**src/rtl/dac_host_consts.svh**
```systemverilog
`ifndef DAC_HOST_CONSTS_SVH
`define DAC_HOST_CONSTS_SVH

// ===================================================
// register map (byte addresses, one word each)
`define REG_CTRL_OFS     4'h0
`define REG_WORD_OFS     4'h4
`define REG_COPY_OFS     4'h8
`define REG_STATUS_OFS   4'hC
`define ADDR_W           4

// ===================================================
// field positions
`define CTRL_MODE_LSB    0
`define CTRL_MODE_MSB    2
`define CTRL_ZERO_BIT    3
`define COPY_GO_BIT      0
`define STATUS_BUSY_BIT  0
`define WORD_MSB         15
`define CODE_LSB         6
`define CODE_W           10

// ===================================================
// reset values and the zero-check code
`define CTRL_MODE_RST    3'h0
`define WORD_RST         16'h0000
`define ZERO_CODE        10'h200

// ===================================================
// strobe timing at the system clock
`define CLK_MHZ          10
`define SETUP_NS         100
`define PULSE_NS         300
`define HOLD_NS          100
`define NS_TO_CYC(ns)    ((((ns) * `CLK_MHZ) + 999) / 1000)
`define SETUP_CYC        4'(`NS_TO_CYC(`SETUP_NS))
`define PULSE_CYC        4'(`NS_TO_CYC(`PULSE_NS))
`define HOLD_CYC         4'(`NS_TO_CYC(`HOLD_NS))
`define CNT_W            4

`endif

```
**src/rtl/dac_host_pkg.sv**
```systemverilog
package dac_host_pkg;

	typedef enum logic [2:0] {
		MODE_AUTO8   = 3'b000,
		MODE_UPCTL8  = 3'b001,
		MODE_EXT8    = 3'b010,
		MODE_SINGLE  = 3'b011,
		MODE_DOUBLE  = 3'b100,
		MODE_FLOW    = 3'b101
	} mode_e;

	typedef enum logic [1:0] {
		ST_IDLE  = 2'b00,
		ST_SETUP = 2'b01,
		ST_PULSE = 2'b10,
		ST_HOLD  = 2'b11
	} seq_state_e;

	typedef struct packed {
		logic       cs_n;
		logic       wr_n;
		logic       copy_n;
		logic       bos;
		logic [9:0] data;
	} pin_s;

	typedef struct packed {
		mode_e       mode;
		logic        zero_chk;
		logic [15:0] word;
		logic        go;
		logic        copy;
	} ctl_s;

endpackage : dac_host_pkg

```
**src/rtl/dac_host.sv**
```systemverilog
// The Wishbone register port and the address map were left to the implementer.
`timescale 1ns/10ps
`include "dac_host_consts.svh"

module dac_host (
	input  wire logic              clk_i,
	input  wire logic              rst_i,
	input  wire logic              cyc_i,
	input  wire logic              stb_i,
	input  wire logic              we_i,
	input  wire logic [3:0]        sel_i,
	input  wire logic [`ADDR_W-1:0] adr_i,
	input  wire logic [31:0]       dat_i,
	output logic      [31:0]       dat_o,
	output logic                   ack_o,
	output logic                   dac_cs_n_o,
	output logic                   dac_wr_n_o,
	output logic                   latch_copy_strobe_n_o,
	output logic                   byte_order_select_o,
	output logic      [9:0]        dac_data_o
);
	dac_host_pkg::ctl_s        ctl;
	dac_host_pkg::seq_state_e  state_reg, state_next;
	logic [`CNT_W-1:0]         cnt_reg, cnt_next;
	logic                      step_reg, step_next;
	logic                      copy_op_reg, copy_op_next;
	logic                      busy;
	logic                      narrow;
	logic                      last_step;
	logic [9:0]                code;
	dac_host_pkg::pin_s        pin_reg, pin_next;

	dac_host_regs u_regs (
		.clk_i  (clk_i),
		.rst_i  (rst_i),
		.cyc_i  (cyc_i),
		.stb_i  (stb_i),
		.we_i   (we_i),
		.sel_i  (sel_i),
		.adr_i  (adr_i),
		.dat_i  (dat_i),
		.dat_o  (dat_o),
		.ack_o  (ack_o),
		.busy_i (busy),
		.ctl_o  (ctl)
	);

	// ===================================================
	// sequencer
	always_comb begin
		narrow = (ctl.mode == dac_host_pkg::MODE_AUTO8) ||
			(ctl.mode == dac_host_pkg::MODE_UPCTL8) ||
			(ctl.mode == dac_host_pkg::MODE_EXT8);
		// low six bits of the source word are never sent
		code = ctl.zero_chk ? `ZERO_CODE : ctl.word[`WORD_MSB:`CODE_LSB];
		busy = (state_reg != dac_host_pkg::ST_IDLE);
		// an eight-bit word needs a second write; a copy is one strobe
		last_step = copy_op_reg || !narrow || step_reg;
		state_next   = state_reg;
		cnt_next     = cnt_reg;
		step_next    = step_reg;
		copy_op_next = copy_op_reg;
		case (state_reg)
			dac_host_pkg::ST_IDLE: begin
				// flow-through keeps the pins open, no strobe sequence
				if (ctl.mode != dac_host_pkg::MODE_FLOW && (ctl.go || ctl.copy)) begin
					state_next   = dac_host_pkg::ST_SETUP;
					cnt_next     = `SETUP_CYC - 4'h1;
					step_next    = 1'b0;
					copy_op_next = ctl.copy;
				end
			end
			dac_host_pkg::ST_SETUP: begin
				if (cnt_reg == 4'h0) begin
					state_next = dac_host_pkg::ST_PULSE;
					cnt_next   = `PULSE_CYC - 4'h1;
				end else begin
					cnt_next = cnt_reg - 4'h1;
				end
			end
			dac_host_pkg::ST_PULSE: begin
				if (cnt_reg == 4'h0) begin
					state_next = dac_host_pkg::ST_HOLD;
					cnt_next   = `HOLD_CYC - 4'h1;
				end else begin
					cnt_next = cnt_reg - 4'h1;
				end
			end
			dac_host_pkg::ST_HOLD: begin
				if (cnt_reg != 4'h0) begin
					cnt_next = cnt_reg - 4'h1;
				end else if (last_step) begin
					state_next = dac_host_pkg::ST_IDLE;
				end else begin
					state_next = dac_host_pkg::ST_SETUP;
					cnt_next   = `SETUP_CYC - 4'h1;
					step_next  = 1'b1;
				end
			end
			default: state_next = dac_host_pkg::ST_IDLE;
		endcase
	end

	// ===================================================
	// pin drive, computed from the next sequencer state
	always_comb begin
		pin_next = '{cs_n: 1'b1, wr_n: 1'b1, copy_n: 1'b1, bos: 1'b1, data: code};
		if (ctl.mode == dac_host_pkg::MODE_FLOW) begin
			// both buffers transparent, output tracks the word
			pin_next.cs_n   = 1'b0;
			pin_next.wr_n   = 1'b0;
			pin_next.copy_n = 1'b0;
		end else if (state_next == dac_host_pkg::ST_IDLE) begin
			pin_next.copy_n = 1'b1;
		end else if (copy_op_next) begin
			// chip select stays off so every converter on the strobe moves together
			pin_next.wr_n   = (state_next != dac_host_pkg::ST_PULSE);
			pin_next.copy_n = (state_next != dac_host_pkg::ST_PULSE);
		end else begin
			pin_next.cs_n = 1'b0;
			pin_next.wr_n = (state_next != dac_host_pkg::ST_PULSE);
			// high byte group first, then the two low bits
			pin_next.bos  = narrow ? !step_next : 1'b1;
			// copy rides with the last write only in auto and single modes
			pin_next.copy_n = !((state_next == dac_host_pkg::ST_PULSE) &&
				(((ctl.mode == dac_host_pkg::MODE_AUTO8) && step_next) ||
				(ctl.mode == dac_host_pkg::MODE_SINGLE)));
		end
	end

	always_ff @(posedge clk_i) begin
		if (rst_i) begin
			state_reg   <= dac_host_pkg::ST_IDLE;
			cnt_reg     <= 4'h0;
			step_reg    <= 1'b0;
			copy_op_reg <= 1'b0;
			pin_reg     <= '{cs_n: 1'b1, wr_n: 1'b1, copy_n: 1'b1, bos: 1'b1, data: 10'h000};
		end else begin
			state_reg   <= state_next;
			cnt_reg     <= cnt_next;
			step_reg    <= step_next;
			copy_op_reg <= copy_op_next;
			pin_reg     <= pin_next;
		end
	end

	assign dac_cs_n_o            = pin_reg.cs_n;
	assign dac_wr_n_o            = pin_reg.wr_n;
	assign latch_copy_strobe_n_o = pin_reg.copy_n;
	assign byte_order_select_o   = pin_reg.bos;
	assign dac_data_o            = pin_reg.data;

	// ===================================================
	// checks
	// pins and sequencer state move on the same edge, so they are compared directly
	logic is_flow, is_narrow_word;
	assign is_flow        = (ctl.mode == dac_host_pkg::MODE_FLOW);
	assign is_narrow_word = narrow && !copy_op_reg && !dac_cs_n_o;
endmodule : dac_host

```
**src/rtl/dac_host_regs.sv**
```systemverilog
`timescale 1ns/10ps
`include "dac_host_consts.svh"

module dac_host_regs (
	input  wire logic                 clk_i,
	input  wire logic                 rst_i,
	input  wire logic                 cyc_i,
	input  wire logic                 stb_i,
	input  wire logic                 we_i,
	input  wire logic [3:0]           sel_i,
	input  wire logic [`ADDR_W-1:0]   adr_i,
	input  wire logic [31:0]          dat_i,
	output logic      [31:0]          dat_o,
	output logic                      ack_o,
	input  wire logic                 busy_i,
	output dac_host_pkg::ctl_s        ctl_o
);
	dac_host_pkg::ctl_s ctl_reg, ctl_next;
	logic               ack_reg, ack_next;
	logic [31:0]        dat_reg, dat_next;
	logic               req;

	// ===================================================
	// classic slave: one wait state, ack drops after one cycle
	always_comb begin
		req      = cyc_i && stb_i && !ack_reg;
		ack_next = req;
		dat_next = 32'h0000_0000;
		ctl_next = ctl_reg;
		ctl_next.go   = 1'b0;
		ctl_next.copy = 1'b0;
		if (req && we_i) begin
			case (adr_i)
				`REG_CTRL_OFS: begin
					if (sel_i[0]) begin
						ctl_next.mode     = dac_host_pkg::mode_e'(dat_i[`CTRL_MODE_MSB:`CTRL_MODE_LSB]);
						ctl_next.zero_chk = dat_i[`CTRL_ZERO_BIT];
					end
				end
				`REG_WORD_OFS: begin
					// words arriving while busy are dropped; status shows why
					if (!busy_i) begin
						if (sel_i[0]) ctl_next.word[7:0] = dat_i[7:0];
						if (sel_i[1]) ctl_next.word[15:8] = dat_i[15:8];
						ctl_next.go = 1'b1;
					end
				end
				`REG_COPY_OFS: begin
					if (sel_i[0] && dat_i[`COPY_GO_BIT] && !busy_i) ctl_next.copy = 1'b1;
				end
				default: begin
				end
			endcase
		end else if (req) begin
			case (adr_i)
				`REG_CTRL_OFS:   dat_next = {28'h0000000, ctl_reg.zero_chk, 3'(ctl_reg.mode)};
				`REG_WORD_OFS:   dat_next = {16'h0000, ctl_reg.word};
				`REG_STATUS_OFS: dat_next = {31'h00000000, busy_i};
				default:         dat_next = 32'h0000_0000;
			endcase
		end
	end

	always_ff @(posedge clk_i) begin
		if (rst_i) begin
			ack_reg <= 1'b0;
			dat_reg <= 32'h0000_0000;
			ctl_reg <= '{mode: dac_host_pkg::mode_e'(`CTRL_MODE_RST), zero_chk: 1'b0,
				word: `WORD_RST, go: 1'b0, copy: 1'b0};
		end else begin
			ack_reg <= ack_next;
			dat_reg <= dat_next;
			ctl_reg <= ctl_next;
		end
	end

	assign ack_o = ack_reg;
	assign dat_o = dat_reg;
	assign ctl_o = ctl_reg;

endmodule : dac_host_regs

```
**config.mk**
```make
export PLATFORM = sky130hd
export DESIGN_NAME = dac_host
export DESIGN_NICKNAME = d
export VERILOG_FILES = /design/src/rtl/dac_host_pkg.sv /design/src/rtl/dac_host.sv /design/src/rtl/dac_host_regs.sv
export VERILOG_INCLUDE_DIRS = /design/src /design/src/rtl
export SDC_FILE = /design/constraint.sdc
export NUM_CORES = 1
export LEC_CHECK = 0
export BUFFER_PORTS_ARGS = -buffer_cell sky130_fd_sc_hd__buf_4
export CORE_UTILIZATION = 47
export CTS_BUF_LIST = sky130_fd_sc_hd__clkbuf_8
export DETAILED_ROUTE_END_ITERATION = 7
export GPL_ROUTABILITY_DRIVEN = 0
export PLACE_DENSITY = 0.79
export SETUP_SLACK_MARGIN = 0.2
export SYNTH_ARGS = -nofsm -noshare
export SYNTH_HDL_FRONTEND = slang
export SYNTH_SLANG_ARGS = --single-unit
```
**constraint.sdc**
```tcl
create_clock -name clk_i -period 2.8 [get_ports clk_i]
set_input_delay 0.28 -clock clk_i [delete_from_list [all_inputs] [get_ports clk_i]]
set_output_delay 0.28 -clock clk_i [all_outputs]
set_load 0.03 [all_outputs]
```
==> run summary <==
Run status -> finished clean
Drt first pass iters -> 6
Initial Util -> 49.5%
R2R Setup Slk -> 0.50 ns
Crit-path cells -> inv_1, ha_1, or3b_2, nand2_1, nor3_1, or4_1, a311o_1
Final Hold Fails -> 0
Cell Area, Synth -> 0.00239 mm^2
Chip width -> 73.3 um
Layout fillers -> 438
Final worst path period need -> 2.30 ns
Library cells used by synthesis -> 43
Max-slew violation count -> 0
Post-synth EDFFs -> 0
Hold slack final -> 0.150 ns
Clk_skew -> 0.00695 ns
PwrDens -> 677 mW/mm^2
Most frequent cells in the layout -> 61 x dfxtp_1, 59 x buf_4, 41 x nor2_1
Grt ovf -> 0
CP peak stage delay -> 0.51 ns
Sw frac -> 26.9%
CP Max Fanout -> 6
Layout area overhead -> 26.5%
Type of the worst min-delay path -> primary input to flip-flop
Post-CTS setup buffer count -> 0
Final routed DRC violation total -> 0
Total Routing Usage GR -> 19.1%
Final Setup Violations -> 0
Initial antenna violation count -> 0
Startpoint class of the critical path -> flip-flop
CP endpoint kind -> flip-flop
Nets -> 350
Overall Power -> 2.04 mW
Critical Path Slowest Stage Cell -> or4_1
Ys async rst share -> 0%
Core box area -> 0.00482 mm^2
Most common library cell in the layout ignoring fill and taps -> dfxtp_1
Inserted Clock Buffers -> 9
# hold bufs at CTS -> 0
Max FFs per register -> 22
Port Buffers -> 57
Int Pwr -> 1.49 mW
VDD IR-drop max -> 454 uV
Reg-to-Reg End -> latch_copy_strobe_n_o
DR vias -> 1864
Seq pwr share -> 43.8%
Clock Path Buffers -> 2
Number of cells upsized or downsized after cts -> 0
Clk Tree Root Cell -> clkbuf_8
Vias in the first global route -> 1665
R2R cell count -> 7
Seq. cell area -> 0.00122 mm^2
Detailed Route Iter0 Violations -> 85
Worst Setup Path Type -> flip-flop to flip-flop
Reg-to-Reg Start -> state_reg[1]
Die area -> 0.00537 mm^2
Diode count -> 0
I/O pins -> 92
Sequential share of the synthesized area -> 51.2%
Worst setup path end -> latch_copy_strobe_n_o
Gate power share -> 14.8%
Sink Count -> 61
Worst-Skew Late Latency -> 0.34 ns
Slew HR -> 58.0%
Unrepaired setup endpoints after global routing -> no
Peak Freq -> 434 MHz
First-pass GRT wire length -> 7.42 mm
Vias per cell -> 5.00
Main synth FF type -> dfxtp_1
Clock power frac -> 41.4%
Per-cell routed wire length -> 12.6 um
CTS tree -> built
Layout cells sized above 1 -> 26.1%
Multi-input gate area -> 0.00104 mm^2
Critical Path Source -> state_reg[1]
CTS clk-pin slew, worst paths -> 0.07 ns
Req. time, crit path -> 3.02 ns
Post-Route Utilization -> 62.6%
Maxcap violations -> 0
Leakage -> 1.45 nW
Mean post-synth cell area -> 9.86 um^2
Sw power -> 0.549 mW
Mapped Cells -> 242
Htree depth -> 3
Yosys warns -> 0
Sum Neg Setup Slack -> 0 ns
Detail Route Antenna Nets -> 0
Post-synthesis sequential element count -> 61
Final HPWL DP -> 3.18 mm
Fin crit share -> 82.2%
Worst-Margin Slew -> 0.624 ns
FP Rows -> 25
Final wirelength -> 4.70 mm
CP arrival -> 2.52 ns
Largest net degree at the start of global routing -> 37
Die height -> 73.3 um
-- layer usage --
layer / up-vias / wire [um] / GRT usage [%]
li1: 920 / - / -
met1: 860 / 2000 / 21.4
met2: 78 / 2290 / 31.1
met3: 6 / 366 / 9.05
met4: 0 / 39 / 7.84
met5: - / 0 / 0
-- cell usage after synthesis (2+ instances only) --
cell	instances	area (um^2)
a21o_1	2	15.0
a21oi_1	7	35.0
and2_1	21	131
buf_4	16	120
clkbuf_1	9	33.8
dfxtp_1	61	1220
ha_1	4	50.1
inv_1	3	11.3
mux2i_1	23	230
nand2_1	6	22.5
nand3_1	4	20.0
nand3b_1	3	22.5
nor2_1	41	154
nor3_1	4	20.0
nor4_1	5	31.3
o21ai_0	2	10.0
or3_1	3	18.8
or4_1	3	22.5
-- worst min-delay path by stage --
stage / endpoint / startpoint / depth (start not counted) / slack (ns)
6_report: u_regs.dat_o[0] / we_i / 2 / 0.15
3_3_place_gp: u_regs.dat_o[4] / u_regs.ctl_o[6] / 1 / 0.44
4_1_cts: u_regs.dat_o[0] / we_i / 2 / 0.13
5_1_grt: u_regs.dat_o[0] / we_i / 2 / 0.14
3_5_place_dp: u_regs.dat_o[5] / u_regs.ctl_o[7] / 1 / 0.45
2_1_floorplan: u_regs.dat_o[0] / we_i / 1 / 0.36
-- final cells by class --
type | instances | area share, %
sequential | 61 | 40.5
multi-input combinational | 167 | 34.6
timing repair buffer | 59 | 14.7
clock buffer | 9 | 4.10
clock inverter | 7 | 2.99
tap | 67 | 2.78
inverter | 3 | 0.373
-- worst max-delay path, delay by kind of cell (launching register included) --
| kind | cells | cell delay [ns] |
|---|---|---|
| AND/OR/NAND/NOR | 4 | 1.22 |
| AO/OA/AOI/OAI | 1 | 0.32 |
| adder cells (fa/ha/maj) | 1 | 0.18 |
| flip-flops | 1 | 0.36 |
| buffers and inverters | 1 | 0.09 |
-- through the flow --
stage | worst slack, ns | instances | instance area [um^2]
finish | 0.497 | 373 | 3020
CTS | 0.514 | 373 | 3020
global placement | 0.548 | 357 | 2800
detailed placement | 0.542 | 357 | 2800
floorplan | 0.650 | 257 | 2440
global route | 0.376 | 373 | 3020
-- cell families (layout without fill, tap and decap cells) --
family,after synthesis,count (layout),share of synthesized area (%)
compound gates,23,23,6.82
xor+xnor,2,2,0.734
fa+ha+maj,4,4,2.10
buf+inv,29,78,7.39
flops,61,61,51.2
mux,23,23,9.65
other cells,1,16,0.157
simple gates,99,99,22.0
-- power by group through the flow --
stage | Clock (mW) | Sequential [mW] | Combinational [mW]
after floorplan | 0 | 0.930 | 0.207
after global placement | 0 | 0.913 | 0.290
after detailed placement | 0 | 0.914 | 0.293
after CTS | 0.870 | 0.894 | 0.299
after global routing | 0.906 | 0.895 | 0.333
final | 0.845 | 0.894 | 0.303
No activity file was read; power rests on OpenSTA's default activity.
